File: src/hw/rws_cfg.svh
// Constants of the receiver wake sequencer
`ifndef RWS_CFG_SVH
`define RWS_CFG_SVH
`define RWS_CLK_HZ          50000000
`define RWS_SAMPLE_HZ       615000
`define RWS_SAMPLE_DIV      (`RWS_CLK_HZ / `RWS_SAMPLE_HZ)
`define RWS_NOTICE_BAUD     310000
`define RWS_NOTICE_DIV      (`RWS_CLK_HZ / `RWS_NOTICE_BAUD)
`define RWS_TIMEOUT_STROBES 66
`define RWS_SLEEP_TICKS     2
`define RWS_RATIO_3         5'h03
`define RWS_RATIO_7         5'h07
`define RWS_RATIO_15        5'h0f
`define RWS_RATIO_31        5'h1f
`define RWS_MSN_TICKS       1
`endif

File: src/hw/rws_pkg.sv
// Types of the receiver wake sequencer
package rws_pkg;
  typedef enum logic [9:0] {
    RWS_CONFIG    = 10'h001,
    RWS_S_SLEEP   = 10'h002,
    RWS_S_ID      = 10'h004,
    RWS_S_HDR     = 10'h008,
    RWS_S_DATA    = 10'h010,
    RWS_P_SLEEP   = 10'h020,
    RWS_P_ID      = 10'h040,
    RWS_P_NOTICE  = 10'h080,
    RWS_P_HDR     = 10'h100,
    RWS_P_DATA    = 10'h200
  } rws_state_t;

  typedef struct packed {
    logic       strobe_osc_enable;
    logic [1:0] sleep_run_ratio;
    logic [7:0] id_word;
  } rws_cfg_t;

  typedef struct packed {
    logic id_match;
    logic id_inv_match;
    logic hdr_match;
    logic hdr_inv_match;
    logic eom;
    logic data_bit;
    logic data_valid;
  } rws_rx_t;

  typedef struct packed {
    logic sdata;
    logic sclk;
    logic drive;
  } rws_ser_t;
endpackage : rws_pkg

File: src/hw/rws_shifter.sv
// Byte shifter driving data and clock at a set bit period
`timescale 1ns/1ps
module rws_shifter #(
  parameter int DIV_W = 8
) (
  input  wire logic             ref_clk_in,
  input  wire logic             rst_in,
  input  wire logic             load_in,
  input  wire logic [7:0]       byte_in,
  input  wire logic [DIV_W-1:0] half_div_in,
  output logic                  busy_out,
  output logic                  sdata_out,
  output logic                  sclk_out
);
  logic [7:0]       sh_r;
  logic [3:0]       cnt_r;
  logic [DIV_W-1:0] div_r;

  always_ff @(posedge ref_clk_in) begin
    if (rst_in) begin
      sh_r      <= 8'h00;
      cnt_r     <= 4'h0;
      div_r     <= '0;
      busy_out  <= 1'b0;
      sdata_out <= 1'b0;
      sclk_out  <= 1'b0;
    end else if (load_in && !busy_out) begin
      sh_r      <= {byte_in[6:0], 1'b0};
      sdata_out <= byte_in[7];
      cnt_r     <= 4'h0;
      div_r     <= '0;
      busy_out  <= 1'b1;
      sclk_out  <= 1'b0;
    end else if (busy_out) begin
      if (div_r == half_div_in) begin
        div_r    <= '0;
        sclk_out <= !sclk_out;
        if (sclk_out) begin
          // Falling edge advances to the next bit
          if (cnt_r == 4'h7) begin
            busy_out <= 1'b0;
          end else begin
            cnt_r     <= cnt_r + 4'h1;
            sdata_out <= sh_r[7];
            sh_r      <= {sh_r[6:0], 1'b0};
          end
        end
      end else begin
        div_r <= div_r + {{(DIV_W-1){1'b0}}, 1'b1};
      end
    end
  end
endmodule : rws_shifter

File: src/hw/rws_sequencer.sv
// Run-state sequencer of the receiver wake logic
`timescale 1ns/1ps
`include "rws_cfg.svh"
module rws_sequencer
  import rws_pkg::*;
#(
  parameter int TIMEOUT_STROBES = `RWS_TIMEOUT_STROBES
) (
  input  wire logic              ref_clk_in,
  input  wire logic              rst_in,
  input  wire logic              mode_select_n_in,
  input  wire logic              wake_control_pin_in,
  input  wire logic              wake_pin_at_supply_in,
  input  wire logic              strobe_tick_in,
  input  wire rws_pkg::rws_cfg_t cfg_in,
  input  wire rws_pkg::rws_rx_t  rx_in,
  output rws_pkg::rws_ser_t      ser_out,
  output logic                   rx_power_out,
  output logic                   strobe_osc_on_out,
  output logic                   discharge_en_out,
  output logic                   config_mode_out,
  output logic [9:0]             state_out
);
  import rws_pkg::*;

  localparam int SDIV = `RWS_SAMPLE_DIV;
  localparam int NDIV = `RWS_NOTICE_DIV / 2;

  rws_state_t state_r, state_nxt;
  logic [7:0] sdiv_r;
  logic       tick;
  logic [1:0] msn_cnt_r;
  logic       invert_r;
  logic       eom_r;
  logic [4:0] strobe_cnt_r;
  logic [6:0] tmo_cnt_r;
  logic [1:0] sleep_cnt_r;
  logic       go_sleep_r;
  logic [7:0] ser_byte_r;
  logic [2:0] bit_cnt_r;
  logic       load;
  logic       busy;
  logic       sh_data;
  logic       sh_clk;
  logic [4:0] ratio;
  logic [7:0] half_div;
  logic       id_hit;
  logic       hdr_hit;
  logic       pin_hi;
  logic       byte_rdy_r;
  logic       notice_r;
  logic       sleep_go;

  // Sample tick derived from the system clock
  always_ff @(posedge ref_clk_in) begin
    if (rst_in || sdiv_r == 8'(SDIV - 1)) begin
      sdiv_r <= 8'h00;
    end else begin
      sdiv_r <= sdiv_r + 8'h01;
    end
  end
  assign tick = (sdiv_r == 8'(SDIV - 1));

  always_comb begin
    case (cfg_in.sleep_run_ratio)
      2'h0:    ratio = `RWS_RATIO_3;
      2'h1:    ratio = `RWS_RATIO_7;
      2'h2:    ratio = `RWS_RATIO_15;
      default: ratio = `RWS_RATIO_31;
    endcase
  end

  // Pin tied to supply acts as a permanently raised wake pin
  assign pin_hi  = wake_control_pin_in || wake_pin_at_supply_in;
  // Match flags come from a comparator fed by the Manchester-coded ID word
  assign id_hit  = rx_in.id_match || rx_in.id_inv_match;
  assign hdr_hit = rx_in.hdr_match || rx_in.hdr_inv_match;

  // Mode select filter: low for more than one sample tick
  always_ff @(posedge ref_clk_in) begin
    if (rst_in || mode_select_n_in) begin
      msn_cnt_r <= 2'h0;
    end else if (tick && msn_cnt_r != 2'h3) begin
      msn_cnt_r <= msn_cnt_r + 2'h1;
    end
  end

  // Strobe counter runs in sleep to time the next wake
  always_ff @(posedge ref_clk_in) begin
    if (rst_in || state_r != RWS_S_SLEEP) begin
      strobe_cnt_r <= 5'h00;
    end else if (strobe_tick_in && strobe_cnt_r != ratio) begin
      strobe_cnt_r <= strobe_cnt_r + 5'h01;
    end
  end

  // Header wait timeout counter in strobe periods
  always_ff @(posedge ref_clk_in) begin
    if (rst_in || state_r != RWS_S_HDR) begin
      tmo_cnt_r <= 7'h00;
    end else if (strobe_tick_in && tmo_cnt_r != 7'(TIMEOUT_STROBES)) begin
      tmo_cnt_r <= tmo_cnt_r + 7'h01;
    end
  end

  // Polarity latched from which header form arrived
  always_ff @(posedge ref_clk_in) begin
    if (rst_in) begin
      invert_r <= 1'b0;
    end else if ((state_r == RWS_S_HDR || state_r == RWS_P_HDR) && hdr_hit) begin
      invert_r <= rx_in.hdr_inv_match;
    end
  end

  // End of message seen during pin-controlled data output
  always_ff @(posedge ref_clk_in) begin
    if (rst_in || state_r != RWS_P_DATA) begin
      eom_r <= 1'b0;
    end else if (rx_in.eom) begin
      eom_r <= 1'b1;
    end
  end

  // Pending sleep entry: finish the byte, then wait two sample ticks
  always_ff @(posedge ref_clk_in) begin
    if (rst_in) begin
      go_sleep_r  <= 1'b0;
      sleep_cnt_r <= 2'h0;
    end else if (!go_sleep_r) begin
      sleep_cnt_r <= 2'h0;
      if ((state_r == RWS_S_DATA && rx_in.eom) ||
          (state_r == RWS_S_HDR &&
           tmo_cnt_r == 7'(TIMEOUT_STROBES)) ||
          (state_r == RWS_S_ID && strobe_tick_in && !id_hit) ||
          ((state_r == RWS_P_ID || state_r == RWS_P_NOTICE ||
            state_r == RWS_P_HDR || state_r == RWS_P_DATA) &&
           !pin_hi)) begin
        go_sleep_r <= 1'b1;
      end
    end else if (sleep_go) begin
      // Cleared on arrival, else the next telegram stays frozen
      go_sleep_r  <= 1'b0;
      sleep_cnt_r <= 2'h0;
    end else if (!busy && !load && tick) begin
      sleep_cnt_r <= sleep_cnt_r + 2'h1;
    end
  end

  // Sleep entry on the second idle tick once the shifter is free
  assign sleep_go = go_sleep_r && !busy && !load && tick &&
                    sleep_cnt_r == 2'(`RWS_SLEEP_TICKS - 1);

  // Byte assembly of received data for the shifter
  always_ff @(posedge ref_clk_in) begin
    if (rst_in) begin
      ser_byte_r <= 8'h00;
      bit_cnt_r  <= 3'h0;
      byte_rdy_r <= 1'b0;
    end else if (state_r == RWS_P_ID && id_hit && tick) begin
      ser_byte_r <= cfg_in.id_word;
      bit_cnt_r  <= 3'h0;
      byte_rdy_r <= 1'b0;
    end else if (state_r == RWS_S_HDR || state_r == RWS_P_HDR) begin
      // Each telegram starts on a byte boundary with nothing pending
      bit_cnt_r  <= 3'h0;
      byte_rdy_r <= 1'b0;
    end else if (rx_in.data_valid && !go_sleep_r &&
                 (state_r == RWS_S_DATA || state_r == RWS_P_DATA)) begin
      ser_byte_r <= {ser_byte_r[6:0], rx_in.data_bit ^ invert_r};
      bit_cnt_r  <= bit_cnt_r + 3'h1;
      byte_rdy_r <= bit_cnt_r == 3'h7;
    end else if (load) begin
      byte_rdy_r <= 1'b0;
    end
  end

  // A byte goes out once all eight bits are in, zero bytes included
  assign load = (state_r == RWS_P_NOTICE && !busy && tick) ||
                ((state_r == RWS_S_DATA || state_r == RWS_P_DATA) &&
                 !eom_r && byte_rdy_r && !busy);

  // Notice rate kept for the whole notice byte, not only its first cycle
  always_ff @(posedge ref_clk_in) begin
    if (rst_in) begin
      notice_r <= 1'b0;
    end else if (load) begin
      notice_r <= state_r == RWS_P_NOTICE;
    end
  end

  assign half_div = (state_r == RWS_P_NOTICE || notice_r) ?
                    8'(NDIV - 1) : 8'(SDIV - 1);

  rws_shifter #(
    .DIV_W (8)
  ) u_shifter (
    .ref_clk_in  (ref_clk_in),
    .rst_in      (rst_in),
    .load_in     (load),
    .byte_in     (ser_byte_r),
    .half_div_in (half_div),
    .busy_out    (busy),
    .sdata_out   (sh_data),
    .sclk_out    (sh_clk)
  );

  // Next state; a pending sleep entry freezes every other move
  always_comb begin
    state_nxt = state_r;
    case (state_r)
      RWS_CONFIG: begin
        if (mode_select_n_in) begin
          state_nxt = cfg_in.strobe_osc_enable ? RWS_S_SLEEP : RWS_P_SLEEP;
        end
      end
      RWS_S_SLEEP: begin
        if (!cfg_in.strobe_osc_enable) state_nxt = RWS_P_SLEEP;
        else if (strobe_cnt_r == ratio || pin_hi) state_nxt = RWS_S_ID;
      end
      RWS_S_ID:    if (id_hit) state_nxt = RWS_S_HDR;
      RWS_S_HDR:   if (hdr_hit) state_nxt = RWS_S_DATA;
      RWS_S_DATA:  state_nxt = RWS_S_DATA;
      RWS_P_SLEEP: begin
        if (cfg_in.strobe_osc_enable) state_nxt = RWS_S_SLEEP;
        else if (pin_hi) state_nxt = RWS_P_ID;
      end
      RWS_P_ID:     if (id_hit) state_nxt = RWS_P_NOTICE;
      RWS_P_NOTICE: if (busy) state_nxt = RWS_P_HDR;
      RWS_P_HDR:    if (hdr_hit) state_nxt = RWS_P_DATA;
      RWS_P_DATA:   state_nxt = RWS_P_DATA;
      default:      state_nxt = RWS_CONFIG;
    endcase
    if (go_sleep_r) begin
      state_nxt = state_r;
      if (sleep_go) begin
        state_nxt = cfg_in.strobe_osc_enable ? RWS_S_SLEEP : RWS_P_SLEEP;
      end
    end
  end

  // State register: sample-tick paced except the notice exit on busy, mode select overrides
  always_ff @(posedge ref_clk_in) begin
    if (rst_in) begin
      state_r <= RWS_CONFIG;
    end else if (msn_cnt_r > 2'(`RWS_MSN_TICKS)) begin
      state_r <= RWS_CONFIG;
    end else if (tick || (state_r == RWS_P_NOTICE && busy)) begin
      state_r <= state_nxt;
    end
  end

  // Output registers
  always_ff @(posedge ref_clk_in) begin
    if (rst_in) begin
      ser_out           <= '0;
      rx_power_out      <= 1'b1;
      strobe_osc_on_out <= 1'b1;
      discharge_en_out  <= 1'b1;
      config_mode_out   <= 1'b1;
      state_out         <= 10'h001;
    end else begin
      ser_out.drive     <= state_r != RWS_CONFIG;
      // Raw pass-through after end of message carries no clock
      if (state_r == RWS_P_DATA && eom_r) begin
        ser_out.sdata <= rx_in.data_bit;
        ser_out.sclk  <= 1'b0;
      end else begin
        ser_out.sdata <= sh_data;
        ser_out.sclk  <= sh_clk && state_r != RWS_P_NOTICE;
      end
      rx_power_out      <= !(state_r == RWS_S_SLEEP ||
                             state_r == RWS_P_SLEEP);
      strobe_osc_on_out <= cfg_in.strobe_osc_enable;
      discharge_en_out  <= !wake_pin_at_supply_in;
      config_mode_out   <= state_r == RWS_CONFIG;
      state_out         <= state_r;
    end
  end
endmodule : rws_sequencer

File: config.mk
export PLATFORM = sky130hd
export DESIGN_NAME = rws_sequencer
export DESIGN_NICKNAME = d
export VERILOG_FILES = /design/src/hw/rws_pkg.sv /design/src/hw/rws_shifter.sv /design/src/hw/rws_sequencer.sv
export VERILOG_INCLUDE_DIRS = /design/src /design/src/hw
export SDC_FILE = /design/constraint.sdc
export NUM_CORES = 1
export LEC_CHECK = 0
export BUFFER_PORTS_ARGS = -buffer_cell sky130_fd_sc_hd__buf_2
export CORE_MARGIN = 5
export CORE_UTILIZATION = 59
export DETAILED_ROUTE_END_ITERATION = 10
export PLACE_DENSITY_LB_ADDON = 0.1
export SLEW_MARGIN = 10
export SYNTH_ARGS = -nofsm -noshare
export SYNTH_HDL_FRONTEND = slang
export SYNTH_SLANG_ARGS = --single-unit
File: constraint.sdc
create_clock -name ref_clk_in -period 2.65 [get_ports ref_clk_in]
set_input_delay 0.53 -clock ref_clk_in [delete_from_list [all_inputs] [get_ports ref_clk_in]]
set_output_delay 0.53 -clock ref_clk_in [all_outputs]
set_load 0.005 [all_outputs]
---- Word level (Yosys, flattened, before mapping) ----
Cells that the tools add are included.
cells by class
  add/subtract/negate cells ............... 8
  multiply operators ...................... 0
  div/mod/pow operators ................... 0
  $lt $le $gt $ge ......................... 1
  equal/unequal tests ..................... 38
  shift operators ......................... 0
  muxes and demuxes ....................... 41
  bitwise gates (word level) .............. 3
  reduce and logical (&&, ||, !) cells .... 74
operator list
  operator                                                number
  2-to-1 mux 10 bit                                       12
  one-hot mux 10 bit (10 select lines)                    1
  2-to-1 mux 8 bit                                        9
  logical AND 1 bit                                       28
  logical OR 1 bit                                        21
  adder 8 x 1 -> 8 bit, second input constant             2
  2-to-1 mux 1 bit                                        15
  inequality test 3 bit, second input constant            5
  one-hot mux 5 bit (3 select lines)                      1
  equality test 10 x 1 -> 1 bit, second input constant    1
  equality test 10 bit, second input constant             1
  equality test 10 x 2 -> 1 bit, second input constant    1
  equality test 10 x 3 -> 1 bit, second input constant    1
  equality test 10 x 4 -> 1 bit, second input constant    1
  equality test 10 x 5 -> 1 bit, second input constant    1
  equality test 10 x 6 -> 1 bit, second input constant    1
  equality test 10 x 7 -> 1 bit, second input constant    1
  equality test 10 x 8 -> 1 bit, second input constant    1
  equality test 10 x 9 -> 1 bit, second input constant    1
  inequality test 10 x 1 -> 1 bit, second input constant  1
  inequality test 10 bit, second input constant           1
  inequality test 10 x 2 -> 1 bit, second input constant  1
  inequality test 10 x 4 -> 1 bit, second input constant  1
  inequality test 10 x 8 -> 1 bit, second input constant  1
  33 further kinds                                        56
storage, ports and cells
  flip-flop bits (word level) ............. 89
  bits in latches ......................... 0
  RAM bits ................................ 0
  memory bits (read-only) ................. 0
  bits of input ports ..................... 24
  output and inout bits ................... 17
  logic and storage cells ................. 192
  memories ................................ 0

---- Logic depth before layout (Yosys ltp) ----
Gate-level depths: netlist of the first run.
  depth after elaboration ................. 12
  gate-level depth with buffers ........... 9
  gate-level depth less buffers ........... 8

---- Modules after synthesis ----
Synthesis of the first run repeated with hierarchy kept, for this count alone.
unflattened totals
  cell total of the unflattened synthesis .. 501
  area, all modules ....................... 4,581.9 um^2
by module, submodules not included
  module         times used  cells an instance  area each (um^2)
  rws_sequencer  1           363                3,329.4
  rws_shifter    1           138                1,252.5

---- Worst setup path before layout of the first run ----
Ideal clock, no wire load.
  path type ............................... input-to-reg
  from .................................... input cfg_in[9] (netlist bit)
  to ...................................... register state_r[9]
  setup time .............................. 0.120 ns
  data arrival time ....................... 1.957 ns
  slack ................................... 0.574 ns
  cell stages on the path ................. 6
  cells stage by stage .................... or3b_1 -> a211oi_1 -> o32a_1 -> o221a_4 -> nor2_8 -> a211o_1
between the ends
  word-level cells in the longest chain between the ends .. 6
  elaborated cells between the ends (all ways) .. 8
RTL lines
  element                                            RTL line              text
  start: declaration                                 rws_sequencer.sv:15   input wire rws_pkg::rws_cfg_t cfg_in,
  equality test 2 bit, or another cell as far along  rws_sequencer.sv:65   case (cfg_in.sleep_run_ratio)
  one-hot mux 5 bit (3 select lines) *               rws_sequencer.sv:65
  equality test 5 bit *                              rws_sequencer.sv:218  else if (strobe_cnt_r == ratio || pin_hi) state_nxt = RWS_S_ID;
  logical OR 1 bit *                                 rws_sequencer.sv:218
  inequality test 4 bit (no source line) *           n/a
  AND reduction 10 bit (no source line) *            n/a
  end signal: assignment                             rws_sequencer.sv:248  state_r <= state_nxt;
  end: declaration                                   rws_sequencer.sv:29   rws_state_t state_r, state_nxt;
Every way passes the cells marked *; elsewhere a longest branch is shown, timed or not.
A chain may end at the register's enable or synchronous reset.

---- Worst setup path after layout of the first run ----
  from .................................... register state_r[5]
  to ...................................... register state_r[9]
between the ends
  word-level cells in the longest chain between the ends .. 12
  elaborated cells between the ends (all ways) .. 35
RTL lines
  element                                                                RTL line                                    text
  equality test 10 x 5 -> 1 bit or equality test 10 bit (tied branches)  rws_sequencer.sv:179, rws_sequencer.sv:210
  logical OR 1 bit                                                       rws_sequencer.sv:179                        ((state_r == RWS_S_DATA || state_r == RWS_P_DATA) &&
  logical AND 1 bit                                                      rws_sequencer.sv:179
  logical AND 1 bit (2 in a row)                                         rws_sequencer.sv:180                        !eom_r && byte_rdy_r && !busy);
  logical OR 1 bit                                                       rws_sequencer.sv:178                        assign load = (state_r == RWS_P_NOTICE && !busy && tick) ||
  logical NOT 1 bit                                                      rws_sequencer.sv:150                        assign sleep_go = go_sleep_r && !busy && !load && tick &&
  logical AND 1 bit (3 in a row)                                         rws_sequencer.sv:150
  inequality test 2 x 1 -> 1 bit (no source line)                        n/a
  AND reduction 10 bit (no source line)                                  n/a
Several ways; a longest one is shown, not always the timed one.

==> out/summary.txt, run 1 <==
Status -> finished, final reports clean
Mean Syn Cell Area -> 9.17 sq um
# nets final -> 545
Async set-or-reset flop fraction in the synthesized netlist -> 0
Detailed Route WL -> 9080 um
Non-Filler Instances -> 613
Share of cells above drive strength 1 -> 0.177
Ys flop type -> dfxtp_1
Cts repair resizes -> 0
Synth cell types -> 67
Crit-path cells -> nor4_4 > and4_1 > nor4_1 > o221a_4 > nor2_8 > a211o_1
GRT Overall Usage -> 0.212
Setup TNS -> 0 ns
CP max FO -> 9
Syn Nets -> 507
Die Y -> 95.6 um
Pins over their slew limit -> 0
Yosys warning count -> 0
# rows -> 31
Clock tree buffer depth -> 2
Max Cap Viol -> 0
EDFF count, synth -> 0
WP data required -> 2.91 ns
Die area -> 9130 sq um
Peak VDD IR -> 0.263 mV
Io pins -> 41
Clock latency on the worst-skew pair -> 0.36 ns
Least-Margin Pin Slew -> 0.723 ns
CP endpoint kind -> flop
Dpl cells -> 597
RSZ-0062 raised after global routing -> false
Most frequent cells in the layout -> dfxtp_1, nor2_1, buf_2
RePlAce Congestion -> 0.906
Vias in the first global route -> 3249
Post-route minimum period -> 2.40 ns
Critical Path Start Type -> flop
Worst path max stage delay -> 0.71 ns
Crit path arrival time -> 2.65 ns
Largest net degree at the start of global routing -> 24
Fmax -> 417 MHz
Root Buffer -> clkbuf_8
First-pass GRT wire length -> 15200 um
Slowest CP cell -> dfxtp_1
Antenna Nets Post-Route -> 0
Top cell type's share of synthesized area -> 0.413
Largest cells by area after synthesis -> dfxtp_1, nor2_1, xor2_1
CTS H-tree lvls -> 3
HP Class -> input pin to flop
Initial Utilization -> 0.602
Floorplan core area -> 7180 sq um
Fin Hold WS -> 0.365 ns
Fillers -> 593
Diodes inserted -> 0
CP Class -> flop to flop
Post-CTS Setup Inserts -> 0
CTS hold repair buffers -> 0
Worst slew margin -> 0.517
DPL Wire Length -> 6630 um
Pwr Density -> 541 nW/um^2
Final setup vio count -> 0
CTS buffer count -> 9
Pre-antenna DRT Iters -> 4
Drt wl/cell -> 14.8 um
Mapped Area -> 4320 sq um
Residual DRC -> 0
Static leakage -> 2.00 nW
Port buffer count -> 40
Via density -> 5.69
Worst Clk Skew -> 0.00800 ns
Area growth syn-to-layout -> 11.9%
Post-synthesis sequential area ratio -> 0.413
Fin. Hold Viols -> 0
Yosys top cell by area -> dfxtp_1
Total grt overflow -> 0
Clk pin slew, worst setup/hold paths -> 0.09 ns
CTS tree -> yes
Die width -> 95.6 um
Yosys reg bits -> 89
Synth Instances -> 471
Most common cell after layout, fill and taps aside -> dfxtp_1
Initial antenna violation count -> 0
DRT iter0 DRCs -> 220
R2R setup slack -> 0.25 ns
Routed vias -> 3490
Clock Sink Count -> 89
Final worst-path cycle share -> 0.905
==> per-stage QoR <==
| stage | setup WS (ns) | util | cell area, sq um | power [mW] |
|---|---|---|---|---|
| 2_1_floorplan | 0.574 | - | 4320 | 1.42 |
| 3_3_place_gp | 0.284 | 0.638 | 4580 | 1.46 |
| 3_5_place_dp | 0.220 | 0.638 | 4580 | 1.46 |
| 4_1_cts | 0.315 | 0.674 | 4830 | 2.63 |
| 5_1_grt | 0.162 | 0.674 | 4830 | 2.71 |
| 6_report | 0.251 | 0.674 | 4830 | 2.62 |
==> synth_stat cells, drive strengths merged, types with 2 or more instances <==
cell type  count
mux2i         15
a2111oi        5
a21oi         15
and4           2
nor3b          6
and3           6
nor2b          9
dfxtp         89
inv           19
buf           12
nand2b         6
a211o          3
nor2          71
nor4           9
o21ai          4
nand2         34
xnor2         10
nand3         16
o211ai         3
a211oi        13
or3            5
clkbuf         9
nor4b          6
or2            5
ha            12
nor3          14
nand3b         3
a21o           3
or4            5
a22oi          3
nand4         18
a22o           4
xor2          21
==> area by class of cell <==
| class | count | area (sq um) | share of cell area |
|---|---|---|---|
| inverters | 19 | 71.3 | 0.0148 |
| clock inverters | 6 | 130 | 0.0269 |
| repair buffers | 48 | 260 | 0.0538 |
| clock buffers | 10 | 128 | 0.0264 |
| well taps | 99 | 124 | 0.0256 |
| flip-flops and latches | 89 | 1780 | 0.369 |
| multi-input cells | 342 | 2340 | 0.484 |
==> power breakdown <==
| part | internal (mW) | total (mW) | switching [mW] |
|---|---|---|---|
| registers | 1.34 | 1.35 | 0.00509 |
| logic | 0.0304 | 0.0793 | 0.0489 |
| clock network | 0.719 | 1.19 | 0.471 |
| total | 2.09 | 2.62 | 0.525 |
==> state kept, by name, summed over array words and instances (netlist names), 2 cells and up <==
register and count:
state_r 10, state_out 10, u_shifter.sh_r 7, ser_byte_r 8
strobe_cnt_r 5, tmo_cnt_r 7, bit_cnt_r 3, sdiv_r 8
ser_out 3, u_shifter.cnt_r 4, sleep_cnt_r 2, msn_cnt_r 2
u_shifter.div_r 8
==> logic make-up after synthesis <==
group	after synthesis	synth area share
flip-flops	89	0.413
XOR/XNOR	31	0.0629
AO/OA/AOI/OAI	62	0.112
multiplexers	16	0.0382
buffers and inverters	40	0.0458
adder cells (fa/ha/maj)	12	0.0348
AND/OR/NAND/NOR	221	0.294
==> metal layers <==
layer  up-vias  part of all wire  global-route usage
met4         0             0.021              0.0758
met5         -                 0                   0
met3        15             0.056              0.0403
met2        98              0.46               0.339
met1      1637              0.46               0.286
li1       1740                 -                   -
==> path summary, 6_finish.rpt <==
path,start,to,depth (start not counted)
worst min register to register,sleep_cnt_r[1],sleep_cnt_r[1],2
worst min-delay path,wake_pin_at_supply_in,discharge_en_out,2
worst max register to register,state_r[5],state_r[9],6
worst max-delay path,state_r[5],state_r[9],6
==> worst max-delay path: cells and delay by family (launching register included) <==
family / cells / cell delay [ns]
and+or+nand+nor: 4 / 0.92
AOI/OAI and AO/OA: 2 / 0.66
DFF: 1 / 0.71
Power figures use the tool's default switching activity.
==> run 2: changes to the inputs <==
--- a/config.mk
+++ b/config.mk
@@ -10,7 +10,7 @@
 export CORE_MARGIN = 5
 export CORE_UTILIZATION = 59
 export DETAILED_ROUTE_END_ITERATION = 10
-export PLACE_DENSITY_LB_ADDON = 0.1
+export PLACE_DENSITY = 0.79
 export SLEW_MARGIN = 10
 export SYNTH_ARGS = -nofsm -noshare
 export SYNTH_HDL_FRONTEND = slang
==> out/summary.txt, run 2 (same netlist as run 1, synthesis figures left out) <==
Diodes inserted -> 0
Final worst-path cycle share -> 0.907
Io pins -> 41
Clock Power Share -> 0.424
Max Cap Viol -> 0
Fillers -> 579
Final setup vio count -> 0
Total grt overflow -> 0
Die width -> 95.6 um
CP Class -> flop to flop
Initial Utilization -> 0.602
Sw Share -> 0.209
Residual DRC -> 0
Non-Filler Instances -> 615
Initial antenna violation count -> 0
Least-Margin Pin Slew -> 0.648 ns
Peak VDD IR -> 0.252 mV
Slowest CP cell -> dfxtp_1
Int Power -> 1.96 mW
Via density -> 5.68
Antenna Nets Post-Route -> 0
Crit path arrival time -> 2.64 ns
First-pass GRT wire length -> 14900 um
Die Y -> 95.6 um
Die area -> 9130 sq um
Top Registers -> state_out: 10 flops, state_r: 10 flops
DPL Wire Length -> 6570 um
Clock tree buffer depth -> 2
Port buffer count -> 40
CTS hold repair buffers -> 0
Setup TNS -> 0 ns
Comb power frac -> 0.032
Fin. Hold Viols -> 0
Routed vias -> 3495
HP Class -> input pin to flop
Floorplan core area -> 7180 sq um
Drt wl/cell -> 14.6 um
CP endpoint kind -> flop
Vias in the first global route -> 3247
Status -> finished, final reports clean
Clock latency on the worst-skew pair -> 0.34 ns
Area growth syn-to-layout -> 11.6%
CTS H-tree lvls -> 3
GRT Overall Usage -> 0.203
CP delay by family, top -> simple AND/OR/NAND/NOR gates
# rows -> 31
WP data required -> 2.89 ns
RePlAce Congestion -> 1.04
# nets final -> 547
Sw power -> 0.517 mW
Flop pwr share -> 0.545
Clock Sink Count -> 89
Worst path max stage delay -> 0.58 ns
Most common cell after layout, fill and taps aside -> dfxtp_1
CTS tree -> yes
Post-route minimum period -> 2.40 ns
Static leakage -> 1.99 nW
Worst slew margin -> 0.567
CTS buffer count -> 9
Crit-path cells -> nor2_1 > and4_1 > nor4_1 > o221a_4 > nor2_8 > a211o_1
Worst Clk Skew -> 0.00997 ns
Most frequent cells in the layout -> dfxtp_1, nor2_1, buf_2
Pwr Density -> 513 nW/um^2
Pins over their slew limit -> 0
DRT iter0 DRCs -> 362
RSZ-0062 raised after global routing -> false
CP max FO -> 10
Detailed Route WL -> 8990 um
Dpl cells -> 597
Fmax -> 416 MHz
Critical Path Start Type -> flop
Pre-antenna DRT Iters -> 6
Share of cells above drive strength 1 -> 0.180
CP Buf/Inv Count -> 0
Largest net degree at the start of global routing -> 26
Root Buffer -> clkbuf_8
Clk pin slew, worst setup/hold paths -> 0.09 ns
-- run 2: changes by cell type in the layout (fill, tap and decap cells not counted) --
cell        delta
buf_4          +2
bufinv_16      -2
clkbuf_8       +2
clkinv_2       -2
clkinvlp_4     +2
-- run 2: worst paths after layout --
check                                           start          endpoint  slack [ns]  depth (start not counted)
worst max-delay path                       state_r[9]        state_r[9]        0.25                          6
worst min-delay path            wake_pin_at_supply_in  discharge_en_out        0.37                          2
worst max register to register             state_r[9]        state_r[9]        0.25                          6
worst min register to register         sleep_cnt_r[1]    sleep_cnt_r[1]        0.47                          2
-- run 2: cell type report --
cell class                      count  area, sq um  share of cell area
Multi-Input combinational cell    342         2340               0.485
Sequential cell                    89         1780               0.369
Timing Repair Buffer               50          275              0.0571
Clock buffer                       12          155              0.0322
Tap cell                           99          124              0.0257
Clock inverter                      4         75.1              0.0156
Inverter                           19         71.3              0.0148
-- run 2: repair_timing --
| item | CTS | global route |
|---|---|---|
| endpoints found under the setup margin | 0 | 1 |
| resized for setup | 0 | 0 |
| buffers inserted | 0 | 2 |
-- run 2: layer usage --
metal | track usage | vias up | wire, um
met2 | 0.319 | 116 | 4140
met4 | 0.0829 | 0 | 203
met5 | 0 | - | 0
met1 | 0.277 | 1610 | 4160
li1 | - | 1743 | -
met3 | 0.0339 | 26 | 486
-- run 2: power groups by stage --
stage / Combinational [mW] / Sequential, mW / Clock, mW
6_report: 0.0786 / 1.35 / 1.05
5_1_grt: 0.0870 / 1.35 / 1.12
4_1_cts: 0.0784 / 1.35 / 1.06
3_5_place_dp: 0.0780 / 1.38 / 0
3_3_place_gp: 0.0774 / 1.38 / 0
2_1_floorplan: 0.0413 / 1.38 / 0
-- run 2: stage by stage --
| step | worst slack [ns] | hold WS, ns | instance area [sq um] | util | power [mW] |
|---|---|---|---|---|---|
| final | 0.246 | 0.374 | 4820 | 0.672 | 2.47 |
| after global routing | 0.117 | 0.374 | 4820 | 0.672 | 2.55 |
| after CTS | 0.209 | 0.369 | 4810 | 0.670 | 2.49 |
| after detailed placement | 0.254 | 0.458 | 4580 | 0.638 | 1.46 |
| after global placement | 0.332 | 0.439 | 4580 | 0.638 | 1.46 |
| after floorplan | 0.574 | 0.430 | 4320 | - | 1.42 |
-- run 2: worst reg2reg max path, stage by stage (launching register included) --
cell and delay [ns]:
dfxtp_1 0.58, nor2_1 0.24, and4_1 0.27, nor4_1 0.48, o221a_4 0.38, nor2_8 0.07, a211o_1 0.29
==> run 3: changes to the inputs <==
--- a/config.mk
+++ b/config.mk
@@ -6,10 +6,10 @@
 export SDC_FILE = /design/constraint.sdc
 export NUM_CORES = 1
 export LEC_CHECK = 0
-export BUFFER_PORTS_ARGS = -buffer_cell sky130_fd_sc_hd__buf_2
 export CORE_MARGIN = 5
-export CORE_UTILIZATION = 59
+export CORE_UTILIZATION = 63
 export DETAILED_ROUTE_END_ITERATION = 10
+export DONT_BUFFER_PORTS = 1
 export PLACE_DENSITY = 0.79
 export SLEW_MARGIN = 10
 export SYNTH_ARGS = -nofsm -noshare
==> out/summary.txt, run 3 (same netlist as run 1, synthesis figures left out) <==
Crit-path cells -> nor2_1 > and4_1 > nor4_1 > o221a_4 > nor2_8 > a211o_1
# rows -> 30
Setup TNS -> 0 ns
Post-route minimum period -> 2.30 ns
Pre-antenna DRT Iters -> 6
CTS hold repair buffers -> 0
CTS H-tree lvls -> 3
Dpl cells -> 536
Max Cap Viol -> 0
Cts repair resizes -> 0
Pins over their slew limit -> 0
Post-CTS Setup Inserts -> 0
Clock latency on the worst-skew pair -> 0.35 ns
Pwr Density -> 512 nW/um^2
Diodes inserted -> 0
Residual DRC -> 0
Top Registers -> state_out: 10 flops, state_r: 10 flops
Layout Utilization -> 0.676
# nets final -> 503
Total grt overflow -> 0
Die Y -> 92.8 um
Worst Clk Skew -> 0.00396 ns
HP Class -> input pin to flop
Die area -> 8610 sq um
CTS tree -> yes
DPL Wire Length -> 6240 um
Final worst-path cycle share -> 0.866
Largest net degree at the start of global routing -> 50
Most common cell after layout, fill and taps aside -> dfxtp_1
WP data required -> 2.89 ns
CP max FO -> 10
Fmax -> 436 MHz
Most frequent cells in the layout -> dfxtp_1, nor2_1, nand2_1
Routed vias -> 3324
Area growth syn-to-layout -> 5.19%
Drt wl/cell -> 15.5 um
Port buffer count -> 0
Detailed Route WL -> 8530 um
Share of cells above drive strength 1 -> 0.106
Status -> finished, final reports clean
Root Buffer -> clkbuf_8
GRT Overall Usage -> 0.210
Clock tree buffer depth -> 2
Floorplan core area -> 6720 sq um
Initial Utilization -> 0.643
Static leakage -> 1.78 nW
Worst path max stage delay -> 0.59 ns
Final setup vio count -> 0
RSZ-0062 raised after global routing -> false
Fin. Hold Viols -> 0
Antenna Nets Post-Route -> 0
Clock Sink Count -> 89
Crit path arrival time -> 2.54 ns
Peak VDD IR -> 0.362 mV
Non-Filler Instances -> 552
DRT iter0 DRCs -> 271
CP Class -> flop to flop
Worst slew margin -> 0.542
Clk pin slew, worst setup/hold paths -> 0.08 ns
Die width -> 92.8 um
CP endpoint kind -> flop
RePlAce Congestion -> 0.970
Initial antenna violation count -> 0
Least-Margin Pin Slew -> 0.686 ns
Via density -> 6.02
Critical Path Start Type -> flop
Io pins -> 41
CTS buffer count -> 9
First-pass GRT wire length -> 14700 um
Slowest CP cell -> dfxtp_1
Vias in the first global route -> 3120
==> run 3: cell count changes in the layout (fill, tap and decap cells not counted) <==
cell,previous run,this run
clkbuf_8,11,10
clkbuf_1,1,0
bufinv_16,2,1
clkinvlp_4,2,5
buf_2,40,0
buf_4,10,6
==> run 3: worst max-delay path, delay by kind of cell (launching register included) <==
kind	cells	cell delay, ns
AO/OA/AOI/OAI	2	0.65
flip-flops	1	0.59
AND/OR/NAND/NOR	4	0.96
==> run 3: metal layers <==
metal / wire length (um) / GRT usage / vias to the layer above
li1: - / - / 1656
met1: 3880 / 0.269 / 1536
met2: 4000 / 0.346 / 113
met3: 452 / 0.0455 / 19
met4: 201 / 0.0745 / 0
met5: 0 / 0 / -
==> run 3: path summary, 6_finish.rpt <==
path / slack (ns) / depth (start not counted) / endpoint / start
setup / recovery: 0.35 / 6 / state_r[9] / state_r[4]
hold / removal: 0.24 / 1 / state_out[9] / rst_in
hold reg to reg: 0.46 / 2 / sleep_cnt_r[1] / sleep_cnt_r[1]
setup reg to reg: 0.35 / 6 / state_r[9] / state_r[4]
==> run 3: layout make-up <==
| cell class | count | area, sq um |
|---|---|---|
| flip-flops and latches | 89 | 1780 |
| fillers | 511 | 2180 |
| multi-input cells | 342 | 2340 |
| clock inverters | 6 | 67.6 |
| inverters | 19 | 71.3 |
| repair buffers | 6 | 45.0 |
| clock buffers | 10 | 138 |
| well taps | 80 | 100 |
==> run 3: report_power, final <==
group / switching (mW) / internal, mW
logic: 0.0236 / 0.0158
clock network: 0.479 / 0.461
registers: 0.00565 / 1.34
total: 0.508 / 1.82
==> run 3: through the flow <==
step | hold WS [ns] | cell area [sq um] | setup WS [ns] | power [mW]
floorplan | 0.430 | 4320 | 0.574 | 1.42
global placement | 0.440 | 4340 | 0.378 | 1.42
detailed placement | 0.449 | 4340 | 0.334 | 1.42
CTS | 0.222 | 4540 | 0.367 | 2.35
global route | 0.218 | 4540 | 0.209 | 2.42
finish | 0.241 | 4540 | 0.354 | 2.33
